--- config.mk ---
export PLATFORM = sky130hd
export DESIGN_NAME = gcf_ctrl
export DESIGN_NICKNAME = d
export VERILOG_FILES = /design/src/design/gcf_pkg.sv /design/src/design/gcf_phase.sv /design/src/design/gcf_ctrl.sv
export SDC_FILE = /design/constraint.sdc
export NUM_CORES = 1
export LEC_CHECK = 0
export ABC_AREA = 1
export BUFFER_PORTS_ARGS = -buffer_cell sky130_fd_sc_hd__buf_2
export CAP_MARGIN = 40
export CELL_PAD_IN_SITES_DETAIL_PLACEMENT = 0
export CELL_PAD_IN_SITES_GLOBAL_PLACEMENT = 1
export CORE_MARGIN = 1
export CORE_UTILIZATION = 40
export CTS_CLUSTER_DIAMETER = 50
export CTS_CLUSTER_SIZE = 28
export DETAILED_ROUTE_END_ITERATION = 6
export PLACE_DENSITY = 0.86
export SLEW_MARGIN = 20
export SYNTH_ARGS = -nofsm -noshare
export SYNTH_HDL_FRONTEND = slang
export SYNTH_SLANG_ARGS = --single-unit
--- constraint.sdc ---
create_clock -name REF_CLK_I -period 3.76 [get_ports REF_CLK_I]
set_clock_uncertainty 0.15 [all_clocks]
set_input_delay 0.376 -clock REF_CLK_I [delete_from_list [all_inputs] [get_ports REF_CLK_I]]
set_output_delay 0.376 -clock REF_CLK_I [all_outputs]
set_load 0.01 [all_outputs]
--- src/design/gcf_pkg.sv ---
/*
 * Constants and command and state types for the gate command controller that drives
 * a three-phase inverter gate driver from outside.
 * Assumes a 10 MHz reference clock and a fault line already synchronous to it.
 */
package gcf_pkg;
    // Clock rate
    localparam int unsigned CLK_HZ = 10_000_000;
    localparam int unsigned NS_PER_S = 1_000_000_000;
    localparam int unsigned CLK_NS = NS_PER_S / CLK_HZ;
    // Times in nanoseconds, resume wait in seconds, as printed
    localparam int unsigned DEAD_NS = 900;
    localparam int unsigned MIN_PULSE_NS = 500;
    localparam int unsigned MIN_PERIOD_NS = 50_000; // 20 kHz
    localparam int unsigned HOLD_BUDGET_NS = 15_000;
    localparam int unsigned RESUME_WAIT_S = 2;
    // Cycle counts: least times round up, longest times round down
    localparam int unsigned DEAD_CYC = (DEAD_NS + CLK_NS - 1) / CLK_NS;
    localparam int unsigned MIN_PULSE_CYC = (MIN_PULSE_NS + CLK_NS - 1) / CLK_NS;
    localparam int unsigned MIN_PERIOD_CYC = (MIN_PERIOD_NS + CLK_NS - 1) / CLK_NS;
    localparam int unsigned HOLD_BUDGET_CYC = HOLD_BUDGET_NS / CLK_NS;
    localparam int unsigned RESUME_WAIT_CYC = RESUME_WAIT_S * CLK_HZ;
    // Phase count and widths
    localparam int unsigned NPH = 3;
    localparam int unsigned DUTY_W = 10;
    localparam int unsigned CNT_W = 10;
    localparam int unsigned WAIT_W = 25;

    // Commands to one phase
    typedef struct packed {
        logic high_side_command;
        logic low_side_command;
    } gcf_phase_cmd_t;

    // Controller states
    typedef enum logic [1:0] {
        ST_IDLE = 2'b00,
        ST_RUN = 2'b01,
        ST_TRIP = 2'b10,
        ST_WAIT = 2'b11
    } gcf_state_t;
endpackage : gcf_pkg

--- src/design/gcf_phase.sv ---
/*
 * One phase of the command generator: turns a desired high-side level into
 * complementary commands with dead time and minimum pulse width.
 * Assumes the parent forces it off through kill_i on a fault.
 */
module gcf_phase (
    input wire logic clk_i,
    input wire logic rstn_i,
    input wire logic want_high_i,
    input wire logic kill_i,
    output gcf_pkg::gcf_phase_cmd_t cmd_o
);
    logic [gcf_pkg::CNT_W-1:0] tmr_q;
    logic side_q; // Side last requested, 1 = high
    gcf_pkg::gcf_phase_cmd_t cmd_q;

    // Timer reloads on every command edge: dead time on turn-off, min pulse on turn-on
    always_ff @(posedge clk_i) begin
        if (!rstn_i || kill_i) begin
            tmr_q <= gcf_pkg::CNT_W'(gcf_pkg::DEAD_CYC);
        end else if (cmd_q.high_side_command || cmd_q.low_side_command) begin
            if (side_q != want_high_i && tmr_q == '0) begin
                tmr_q <= gcf_pkg::CNT_W'(gcf_pkg::DEAD_CYC);
            end else if (tmr_q != '0) begin
                tmr_q <= tmr_q - 1'b1;
            end
        end else if (tmr_q == '0) begin
            tmr_q <= gcf_pkg::CNT_W'(gcf_pkg::MIN_PULSE_CYC);
        end else begin
            tmr_q <= tmr_q - 1'b1;
        end
    end

    // Switching: on side held min pulse, then off, then dead time, then on
    always_ff @(posedge clk_i) begin
        if (!rstn_i || kill_i) begin
            cmd_q <= '0;
            side_q <= 1'b0;
        end else if (cmd_q.high_side_command || cmd_q.low_side_command) begin
            // Leave the on side only after the minimum pulse
            if (side_q != want_high_i && tmr_q == '0) begin
                cmd_q <= '0;
            end
        end else if (tmr_q == '0) begin
            // Both off long enough; never both high at once
            cmd_q.high_side_command <= want_high_i;
            cmd_q.low_side_command <= !want_high_i;
            side_q <= want_high_i;
        end
    end

    assign cmd_o = cmd_q;

    a_no_overlap: assert property (@(posedge clk_i) disable iff (!rstn_i)
        !(cmd_q.high_side_command && cmd_q.low_side_command))
        else $error("both commands high");
    a_dead_time: assert property (@(posedge clk_i) disable iff (!rstn_i || kill_i)
        $fell(cmd_q.low_side_command) |-> !cmd_q.high_side_command [*8])
        else $error("dead time too short");
endmodule : gcf_phase

--- src/design/gcf_ctrl.sv ---
/*
 * Gate command controller: produces the six phase commands for a three-phase
 * inverter driver from per-phase duty inputs, watches the shared open-drain
 * fault line, drops all commands on a fault and waits before restarting.
 * Assumes FAULT_OUT_N_I is synchronous to REF_CLK_I and pulled up outside.
 */
module gcf_ctrl #(
    parameter int unsigned RESUME_WAIT = gcf_pkg::RESUME_WAIT_CYC
) (
    input wire logic REF_CLK_I,
    input wire logic RSTN_I,
    input wire logic ENABLE_I,
    input wire logic [gcf_pkg::NPH*gcf_pkg::DUTY_W-1:0] DUTY_I,
    input wire logic FAULT_OUT_N_I,
    output logic [gcf_pkg::NPH-1:0] HIGH_SIDE_COMMAND_O,
    output logic [gcf_pkg::NPH-1:0] LOW_SIDE_COMMAND_O,
    output logic RUNNING_O,
    output logic TRIPPED_O
);
    gcf_pkg::gcf_state_t state_q;
    logic [gcf_pkg::WAIT_W-1:0] wait_q;
    logic [gcf_pkg::CNT_W-1:0] carrier_q;
    logic [gcf_pkg::NPH-1:0] want_high;
    logic kill;
    logic fault;
    gcf_pkg::gcf_phase_cmd_t cmd [gcf_pkg::NPH];

    // Fault line is active low; device only pulls it low
    assign fault = !FAULT_OUT_N_I;

    // Kill reacts the same cycle a fault appears, not a cycle later
    assign kill = fault || state_q != gcf_pkg::ST_RUN;

    // Carrier counter, period fixed at the fastest allowed rate
    always_ff @(posedge REF_CLK_I) begin
        if (!RSTN_I || state_q != gcf_pkg::ST_RUN) begin
            carrier_q <= '0;
        end else if (carrier_q == gcf_pkg::CNT_W'(gcf_pkg::MIN_PERIOD_CYC - 1)) begin
            carrier_q <= '0;
        end else begin
            carrier_q <= carrier_q + 1'b1;
        end
    end

    // Controller state
    always_ff @(posedge REF_CLK_I) begin
        if (!RSTN_I) begin
            state_q <= gcf_pkg::ST_IDLE;
            wait_q <= '0;
        end else begin
            unique case (state_q)
                gcf_pkg::ST_IDLE: begin
                    if (ENABLE_I && !fault) state_q <= gcf_pkg::ST_RUN;
                end
                gcf_pkg::ST_RUN: begin
                    if (fault) state_q <= gcf_pkg::ST_TRIP;
                    else if (!ENABLE_I) state_q <= gcf_pkg::ST_IDLE;
                end
                gcf_pkg::ST_TRIP: begin
                    // Wait timing starts once the line has released
                    if (!fault) begin
                        state_q <= gcf_pkg::ST_WAIT;
                        wait_q <= gcf_pkg::WAIT_W'(RESUME_WAIT);
                    end
                end
                gcf_pkg::ST_WAIT: begin
                    // A new fault restarts the wait from the top
                    if (fault) state_q <= gcf_pkg::ST_TRIP;
                    else if (wait_q <= gcf_pkg::WAIT_W'(1)) state_q <= gcf_pkg::ST_IDLE;
                    else wait_q <= wait_q - 1'b1;
                end
            endcase
        end
    end

    // One phase generator per phase
    genvar p;
    generate
        for (p = 0; p < gcf_pkg::NPH; p++) begin : g_phase
            logic [gcf_pkg::DUTY_W-1:0] duty;
            assign duty = DUTY_I[p*gcf_pkg::DUTY_W +: gcf_pkg::DUTY_W];
            assign want_high[p] = carrier_q < duty;
            gcf_phase u_phase (
                .clk_i(REF_CLK_I),
                .rstn_i(RSTN_I),
                .want_high_i(want_high[p]),
                .kill_i(kill),
                .cmd_o(cmd[p])
            );
            // Commands gated combinationally so a fault drops them at once
            assign HIGH_SIDE_COMMAND_O[p] = cmd[p].high_side_command && !kill;
            assign LOW_SIDE_COMMAND_O[p] = cmd[p].low_side_command && !kill;
        end
    endgenerate

    assign RUNNING_O = state_q == gcf_pkg::ST_RUN;
    assign TRIPPED_O = state_q == gcf_pkg::ST_TRIP || state_q == gcf_pkg::ST_WAIT;

    a_fault_stops: assert property (@(posedge REF_CLK_I) disable iff (!RSTN_I)
        fault |-> (HIGH_SIDE_COMMAND_O == '0 && LOW_SIDE_COMMAND_O == '0))
        else $error("commands active during fault");
    a_trip_entry: assert property (@(posedge REF_CLK_I) disable iff (!RSTN_I)
        (state_q == gcf_pkg::ST_RUN && fault) |=> state_q == gcf_pkg::ST_TRIP)
        else $error("fault not latched");
    a_wait_holds: assert property (@(posedge REF_CLK_I) disable iff (!RSTN_I)
        $rose(TRIPPED_O) |-> !RUNNING_O [*8])
        else $error("restart too soon");
    a_no_shoot: assert property (@(posedge REF_CLK_I) disable iff (!RSTN_I)
        (HIGH_SIDE_COMMAND_O & LOW_SIDE_COMMAND_O) == '0)
        else $error("shoot-through commanded");
endmodule : gcf_ctrl

==> flow_results.xml, run 1 <==
<?xml version="1.0" encoding="UTF-8"?>
<metrics>
  <group name="sta">
    <metric name="final-setup-viol-count" unit="">0</metric>
    <metric name="slew_violations" unit="">0</metric>
    <metric name="maxSlewHeadroom" unit="">0.531</metric>
    <metric name="max_freq" unit="GHz">0.467</metric>
    <metric name="grt_setup_unrepaired" unit="">no</metric>
    <metric name="post-route-min-period" unit="ns">2.14</metric>
    <metric name="finalWorstSetupSlack" unit="ns">1.62</metric>
    <metric name="hold_violations" unit="">0</metric>
    <metric name="setup_total_negative_slack" unit="ns">0</metric>
    <metric name="transition_at_the_pin_with_the_smallest_max_transition_slack" unit="ns">0.702</metric>
    <metric name="fin_crit_sh" unit="">0.569</metric>
  </group>
  <group name="die">
    <metric name="core_area" unit="um^2">12100</metric>
    <metric name="start_util" unit="">0.411</metric>
    <metric name="design.die.area" unit="um^2">12900</metric>
    <metric name="die_width" unit="um">113</metric>
    <metric name="floorplan.die.height" unit="um">113</metric>
    <metric name="floorplan.rows" unit="">40</metric>
    <metric name="boundaryPins" unit="">42</metric>
  </group>
  <group name="synth">
    <metric name="dominant_combinational_cell_family_by_area_after_synthesis" unit="">simple AND/OR/NAND/NOR gates</metric>
    <metric name="ys_async_sr_fraction" unit="">0</metric>
    <metric name="synth_largest_area_cell" unit="">sky130_fd_sc_hd__dfxtp_1</metric>
    <metric name="synth_compound_gate_area_share" unit="">0.0918</metric>
    <metric name="synth_common_cells" unit="">sky130_fd_sc_hd__nand2_1 (144), sky130_fd_sc_hd__nor2_1 (116), sky130_fd_sc_hd__inv_1 (106)</metric>
    <metric name="synth-xor-area-share" unit="">0.0424</metric>
    <metric name="syn-cell-area" unit="um^2">4960</metric>
    <metric name="sequential_share_of_the_synthesized_area" unit="">0.307</metric>
    <metric name="synth_seq_cells" unit="">76</metric>
    <metric name="netlist.area_leader.share" unit="">0.307</metric>
    <metric name="synth_adder_area_share" unit="">0.0832</metric>
    <metric name="yosys-mux-area-fraction" unit="">0</metric>
    <metric name="synth_simple_gate_area_frac" unit="">0.368</metric>
    <metric name="yosys_warnings" unit="">0</metric>
    <metric name="synthFlopType" unit="">sky130_fd_sc_hd__dfxtp_1</metric>
    <metric name="yosysUniqueCellTypes" unit="">44</metric>
    <metric name="synthesized_netlist_cell_count" unit="">738</metric>
    <metric name="avgSynthCellArea" unit="um^2">6.72</metric>
    <metric name="post_synth_main_area_contributors" unit="">sky130_fd_sc_hd__dfxtp_1 (31%), sky130_fd_sc_hd__nand2_1 (11%), sky130_fd_sc_hd__nor2_1 (8.8%)</metric>
    <metric name="synthMostInstantiatedCell" unit="">sky130_fd_sc_hd__nand2_1</metric>
    <metric name="net_count_after_synthesis" unit="">805</metric>
    <metric name="synth_edf_count" unit="">0</metric>
  </group>
  <group name="hold_path">
    <metric name="worst_hold_path_cells" unit="">3</metric>
    <metric name="worstHoldPathType" unit="">input pin to register</metric>
  </group>
  <group name="cells_and_area">
    <metric name="final.fill_count" unit="">1202</metric>
    <metric name="multi_input_comb_area" unit="um^2">2910</metric>
    <metric name="sequential_cell_area" unit="um^2">1520</metric>
    <metric name="antenna-diode-count" unit="">0</metric>
    <metric name="final_nets" unit="">846</metric>
    <metric name="post_route_cells_drive_above_1_share" unit="">0.125</metric>
    <metric name="area_growth_syn_to_layout" unit="%">12.4</metric>
  </group>
  <group name="global_routing">
    <metric name="pin_count_of_the_biggest_net_entering_global_routing" unit="">34</metric>
    <metric name="overall_global_routing_resource_usage" unit="">0.185</metric>
    <metric name="grt-ovfl-total" unit="">0</metric>
    <metric name="grt_pass1_vias" unit="">4357</metric>
    <metric name="antenna_found_initial" unit="">0</metric>
    <metric name="grt_first_pass_wirelength" unit="um">19400</metric>
  </group>
  <group name="clock_tree">
    <metric name="tritoncts_num_sinks" unit="">76</metric>
    <metric name="clk_root_buffer_cell" unit="">sky130_fd_sc_hd__clkbuf_16</metric>
    <metric name="cts_tree" unit="">built</metric>
    <metric name="clock_pin_slew_reported_for_the_worst_setup_and_hold_paths_after_clock_tree_synthesis" unit="ns">0.06</metric>
    <metric name="worst_skew_pair.late_latency" unit="ns">0.33</metric>
    <metric name="max-clock-path-buffers" unit="">2</metric>
    <metric name="num_cts_buffers" unit="">9</metric>
    <metric name="cts.htree.levels" unit="">3</metric>
    <metric name="post_cts.resized_instances" unit="">0</metric>
    <metric name="postCtsHoldBufs" unit="">0</metric>
    <metric name="postCtsSetupBuffers" unit="">0</metric>
  </group>
  <group name="routing">
    <metric name="dr_total_vias" unit="">4597</metric>
    <metric name="route.antenna.remaining_nets" unit="">0</metric>
    <metric name="routed_wl" unit="um">11000</metric>
    <metric name="drt_first_pass_iters" unit="">5</metric>
    <metric name="route.detailed.drc" unit="">0</metric>
    <metric name="routed_via_density" unit="">4.84</metric>
    <metric name="detailedRoute.firstIterationViolations" unit="">207</metric>
    <metric name="routed_wire_length_per_instance" unit="um">11.6</metric>
  </group>
  <group name="critical_path">
    <metric name="path_max_fanout" unit="">18</metric>
    <metric name="cpPeakStageDelay" unit="ns">0.54</metric>
    <metric name="critPathCaptureType" unit="">register</metric>
    <metric name="worst_path_required_time" unit="ns">3.88</metric>
    <metric name="setup.worst_path.start_class" unit="">register</metric>
    <metric name="reg2regPathDepth" unit="">4</metric>
    <metric name="worst_path_max_delay_cell" unit="">sky130_fd_sc_hd__nand2_1</metric>
    <metric name="path_cells" unit="">nand2_1, clkinv_1, o21ai_0, and3_1</metric>
    <metric name="criticalPathCategory" unit="">register to register</metric>
    <metric name="worstPathArrival" unit="ns">2.26</metric>
  </group>
  <group name="power">
    <metric name="share_seq_of_total_power" unit="">0.413</metric>
    <metric name="power.combinational.fraction" unit="">0.180</metric>
    <metric name="internal_power" unit="mW">1.47</metric>
    <metric name="switching_share" unit="">0.277</metric>
    <metric name="cellPowerDensity" unit="nW/um^2">364</metric>
    <metric name="p_switching" unit="mW">0.563</metric>
    <metric name="power.leakage" unit="nW">2.54</metric>
    <metric name="share_clk_of_total_power" unit="">0.407</metric>
    <metric name="vdd_drop_max" unit="V">0.000210</metric>
  </group>
  <group name="placed_design">
    <metric name="place.detailed.hpwl" unit="um">8400</metric>
    <metric name="pre_cts_ws" unit="ns">1.64</metric>
    <metric name="placer_congestion" unit="">0.838</metric>
    <metric name="io_buffer_count" unit="">41</metric>
  </group>
  <group name="run_status">
    <metric name="run_status" unit="">complete, no violations</metric>
  </group>
  <group name="run">
    <metric name="maxCapViolCount" unit="">0</metric>
  </group>
</metrics>
==> state kept, by name, indices dropped and copies added, names as in the netlist, named ones only <==
register and flops:
g_phase.u_phase.tmr_q 30, wait_q 25, carrier_q 10, g_phase.u_phase.cmd_o 6, g_phase.u_phase.side_q 3, state_q 1
==> critical path: cells and delay by family, from the launching register on <==
kind,cells,cell delay (ns)
AND/OR/NAND/NOR,2,0.74
buffers and inverters,1,0.51
flip-flops,1,0.35
AO/OA/AOI/OAI,1,0.35
==> routing by layer <==
metal,up-vias,track usage,share of wire,wire [um]
li1,2461,-,-,-
met1,2078,0.235,0.49,5400
met2,49,0.315,0.47,5160
met3,9,0.0359,0.030,332
met4,0,0.0570,0.011,126
met5,-,0,0,0
==> cell type report <==
class | instances | area share
clock inverter | 4 | 0.00942
inverter | 116 | 0.0781
clock buffer | 10 | 0.0410
multi-input combinational | 533 | 0.521
sequential | 76 | 0.273
tap | 168 | 0.0377
timing repair buffer | 43 | 0.0402
==> through the flow <==
stage                     cells  hold WS [ns]  area [um^2]  total power, mW   util
after floorplan             738         0.280         4960             1.14      -
after global placement      935         0.294         5290             1.21  0.438
after detailed placement    936         0.309         5300             1.22  0.439
after CTS                   950         0.180         5580             2.05  0.462
after global routing        950         0.197         5580             2.15  0.462
final                       950         0.188         5580             2.03  0.462
==> power groups by stage <==
stage / Clock [mW] / Sequential [mW] / Combinational [mW]
global route: 0.893 / 0.839 / 0.420
global placement: 0 / 0.854 / 0.359
finish: 0.826 / 0.838 / 0.366
CTS: 0.851 / 0.837 / 0.366
detailed placement: 0 / 0.855 / 0.364
floorplan: 0 / 0.851 / 0.289
==> path summary, 6_finish.rpt <==
path,start,to,slack [ns]
worst max-delay path,register,state_q[0]$_SDFFE_PN0P_,1.62
worst min-delay path,RSTN_I,wait_q[0]$_SDFFE_PN0P_,0.19
worst max register to register,register,state_q[0]$_SDFFE_PN0P_,1.62
worst min register to register,carrier_q[0]$_SDFF_PP0_,carrier_q[0]$_SDFF_PP0_,0.31
==> logic make-up (layout without fill, tap and decap cells) <==
family          Yosys count  after routing
compound gates           78             78
xor+xnor                 24             24
fa+ha+maj                33             33
buf+inv                 129            173
flops                    76             76
simple gates            398            398
==> placed cells by master (no fill, tap or decap), drive strengths merged <==
| master | instances |
|---|---|
| xnor2 | 7 |
| nand2 | 147 |
| bufinv | 1 |
| dfxtp | 76 |
| a221oi | 3 |
| and3 | 1 |
| clkinv | 5 |
| a22oi | 1 |
| nor3 | 15 |
| o211ai | 1 |
| o21ai | 13 |
| a21o | 3 |
| nor3b | 5 |
| nand4 | 19 |
| o21a | 1 |
| o211a | 1 |
| a21oi | 47 |
| nand3 | 68 |
| o2111ai | 1 |
| a31oi | 2 |
| nor2 | 121 |
| or2 | 11 |
| nand3b | 1 |
| clkbuf | 10 |
| xor2 | 17 |
| nor4 | 9 |
| buf | 43 |
| and2 | 1 |
| a211oi | 5 |
| inv | 114 |
| ha | 33 |
Power figures use the tool's default switching activity.
==> run 2, diff against run 1 <==
- clock period: 3.76 -> 2 ns (I/O delays scaled with it)
==> flow_results.xml, run 2 (synthesized netlist as in run 1, its figures left out) <==
<?xml version="1.0" encoding="UTF-8"?>
<metrics>
  <group name="cells_and_area">
    <metric name="final_nets" unit="">861</metric>
    <metric name="largest_register_ffs" unit="">30</metric>
    <metric name="final_cell_mix" unit="">sky130_fd_sc_hd__nand2_1 (144), sky130_fd_sc_hd__nor2_1 (110), sky130_fd_sc_hd__inv_1 (106)</metric>
    <metric name="sequential_cell_area" unit="um^2">1530</metric>
    <metric name="top_register" unit="">g_phase.u_phase.tmr_q</metric>
    <metric name="layout_top_registers" unit="">g_phase.u_phase.tmr_q: 30 flops, wait_q: 25 flops, carrier_q: 10 flops</metric>
    <metric name="final.fill_count" unit="">1263</metric>
    <metric name="post_route_cells_drive_above_1_share" unit="">0.160</metric>
    <metric name="layout_commonest_cell" unit="">sky130_fd_sc_hd__nand2_1</metric>
    <metric name="area_growth_syn_to_layout" unit="%">15.7</metric>
    <metric name="antenna-diode-count" unit="">0</metric>
    <metric name="multi_input_comb_area" unit="um^2">2950</metric>
    <metric name="finalNonFillerCells" unit="">967</metric>
  </group>
  <group name="placed_design">
    <metric name="pre_cts_ws" unit="ns">0.0454</metric>
    <metric name="place.detailed.hpwl" unit="um">8760</metric>
    <metric name="io_buffer_count" unit="">41</metric>
    <metric name="place.detailed.instances" unit="">947</metric>
    <metric name="placer_congestion" unit="">0.898</metric>
  </group>
  <group name="routing">
    <metric name="routed_wl" unit="um">11600</metric>
    <metric name="dr_total_vias" unit="">4778</metric>
    <metric name="met3_routed_wirelength" unit="um">477</metric>
    <metric name="route.antenna.remaining_nets" unit="">0</metric>
    <metric name="route.layer.met1.wl" unit="um">5520</metric>
    <metric name="routed_via_density" unit="">4.94</metric>
    <metric name="detailedRoute.firstIterationViolations" unit="">220</metric>
    <metric name="top_signal_layer_used" unit="">met4</metric>
    <metric name="routed_wire_length_per_instance" unit="um">12.0</metric>
    <metric name="route.met2.wl" unit="um">5400</metric>
    <metric name="drt_first_pass_iters" unit="">5</metric>
    <metric name="route.detailed.drc" unit="">0</metric>
  </group>
  <group name="critical_path">
    <metric name="worst_path_max_delay_cell" unit="">sky130_fd_sc_hd__dfxtp_1</metric>
    <metric name="criticalPathCategory" unit="">register to register</metric>
    <metric name="critPathMostFrequentCell" unit="">sky130_fd_sc_hd__nand2_1</metric>
    <metric name="critPathCaptureType" unit="">register</metric>
    <metric name="critPathTopFamily" unit="">simple AND/OR/NAND/NOR gates</metric>
    <metric name="crit_buf_inv" unit="">1</metric>
    <metric name="cpPeakStageDelay" unit="ns">0.36</metric>
    <metric name="worst_path_required_time" unit="ns">2.13</metric>
    <metric name="path_max_fanout" unit="">5</metric>
    <metric name="setup.worst_path.start_class" unit="">register</metric>
    <metric name="worstPathArrival" unit="ns">1.96</metric>
    <metric name="path_cells" unit="">inv_1, ha_2, nand2_1, nor2_2, nand2_1, or2_2, nand3_1, nand2_1, a21oi_1</metric>
  </group>
  <group name="die">
    <metric name="start_util" unit="">0.411</metric>
    <metric name="core_area" unit="um^2">12100</metric>
    <metric name="die_width" unit="um">113</metric>
    <metric name="design.die.area" unit="um^2">12900</metric>
    <metric name="boundaryPins" unit="">42</metric>
    <metric name="floorplan.die.height" unit="um">113</metric>
    <metric name="floorplan.rows" unit="">40</metric>
  </group>
  <group name="sta">
    <metric name="post-route-min-period" unit="ns">1.84</metric>
    <metric name="grt_setup_unrepaired" unit="">no</metric>
    <metric name="transition_at_the_pin_with_the_smallest_max_transition_slack" unit="ns">0.645</metric>
    <metric name="setup_total_negative_slack" unit="ns">0</metric>
    <metric name="slew_violations" unit="">0</metric>
    <metric name="hold_violations" unit="">0</metric>
    <metric name="maxSlewHeadroom" unit="">0.569</metric>
    <metric name="max_freq" unit="GHz">0.544</metric>
    <metric name="final-setup-viol-count" unit="">0</metric>
    <metric name="finalWorstSetupSlack" unit="ns">0.163</metric>
    <metric name="fin_crit_sh" unit="">0.919</metric>
  </group>
  <group name="global_routing">
    <metric name="pin_count_of_the_biggest_net_entering_global_routing" unit="">34</metric>
    <metric name="grt_first_pass_wirelength" unit="um">19900</metric>
    <metric name="grt_pass1_vias" unit="">4550</metric>
    <metric name="grt-ovfl-total" unit="">0</metric>
    <metric name="antenna_found_initial" unit="">0</metric>
    <metric name="overall_global_routing_resource_usage" unit="">0.192</metric>
  </group>
  <group name="run">
    <metric name="maxCapViolCount" unit="">0</metric>
  </group>
  <group name="power">
    <metric name="vdd_drop_max" unit="V">0.000329</metric>
    <metric name="share_clk_of_total_power" unit="">0.397</metric>
    <metric name="p_switching" unit="mW">1.09</metric>
    <metric name="cellPowerDensity" unit="nW/um^2">660</metric>
    <metric name="internal_power" unit="mW">2.70</metric>
    <metric name="power.leakage" unit="nW">2.60</metric>
    <metric name="switching_share" unit="">0.288</metric>
    <metric name="share_seq_of_total_power" unit="">0.416</metric>
    <metric name="power.combinational.fraction" unit="">0.188</metric>
  </group>
  <group name="clock_tree">
    <metric name="cts_tree" unit="">built</metric>
    <metric name="cts.htree.levels" unit="">3</metric>
    <metric name="num_cts_buffers" unit="">9</metric>
    <metric name="max-clock-path-buffers" unit="">2</metric>
    <metric name="clk_root_buffer_cell" unit="">sky130_fd_sc_hd__clkbuf_16</metric>
    <metric name="worst_skew_pair.late_latency" unit="ns">0.34</metric>
    <metric name="tritoncts_num_sinks" unit="">76</metric>
    <metric name="clock_pin_slew_reported_for_the_worst_setup_and_hold_paths_after_clock_tree_synthesis" unit="ns">0.06</metric>
  </group>
  <group name="run_status">
    <metric name="run_status" unit="">complete, no violations</metric>
  </group>
  <group name="hold_path">
    <metric name="worstHoldPathType" unit="">input pin to register</metric>
  </group>
</metrics>
## run 2: final timing paths
path / from / endpoint / slack [ns] / cells past startpoint
hold / removal: FAULT_OUT_N_I / register / 0.06 / 4
setup / recovery: wait_q[0]$_SDFFE_PN0P_ / wait_q[16]$_SDFFE_PN0P_ / 0.16 / 9
setup reg to reg: wait_q[0]$_SDFFE_PN0P_ / wait_q[16]$_SDFFE_PN0P_ / 0.16 / 9
hold reg to reg: carrier_q[0]$_SDFF_PP0_ / carrier_q[0]$_SDFF_PP0_ / 0.32 / 1
## run 2: cell type report
type | count | area share
multi-input combinational | 533 | 0.514
inverter | 116 | 0.0767
clock inverter | 4 | 0.00436
sequential | 76 | 0.266
timing repair buffer | 58 | 0.0591
clock buffer | 12 | 0.0429
tap | 168 | 0.0366
## run 2: per-layer routing
layer	global-route usage	vias up
met2	0.330	86
met4	0.0640	0
met5	0	-
met3	0.0418	15
li1	-	2495
met1	0.239	2182
## run 2: per-stage QoR
step | area, um^2 | utilization | power, mW | hold WS [ns]
final | 5740 | 0.476 | 3.79 | 0.0587
after global routing | 5740 | 0.476 | 4.00 | 0.0895
after floorplan | 4960 | - | 2.14 | 0.185
after detailed placement | 5380 | 0.446 | 2.31 | 0.313
after CTS | 5660 | 0.469 | 3.82 | 0.0480
after global placement | 5380 | 0.446 | 2.31 | 0.300
## run 2: power groups by stage
stage | registers (mW) | logic [mW] | clock network [mW]
final | 1.58 | 0.712 | 1.50
after global routing | 1.58 | 0.815 | 1.61
after CTS | 1.57 | 0.705 | 1.54
after detailed placement | 1.61 | 0.699 | 0
after global placement | 1.61 | 0.699 | 0
after floorplan | 1.60 | 0.544 | 0
## run 2: worst reg2reg max path: stages (launching register included)
cell	delay (ns)
sky130_fd_sc_hd__dfxtp_1	0.36
sky130_fd_sc_hd__inv_1	0.15
sky130_fd_sc_hd__ha_2	0.24
sky130_fd_sc_hd__nand2_1	0.09
sky130_fd_sc_hd__nor2_2	0.18
sky130_fd_sc_hd__nand2_1	0.09
sky130_fd_sc_hd__or2_2	0.27
sky130_fd_sc_hd__nand3_1	0.07
sky130_fd_sc_hd__nand2_1	0.07
sky130_fd_sc_hd__a21oi_1	0.11
## run 2: repair_timing
| action | CTS | global route |
|---|---|---|
| setup endpoints to repair | 0 | 19 |
| endpoints found under the hold margin | 2 | 0 |
| buffers inserted | 0 | 3 |
| hold buffers | 1 | 0 |
| resized for setup | 0 | 20 |
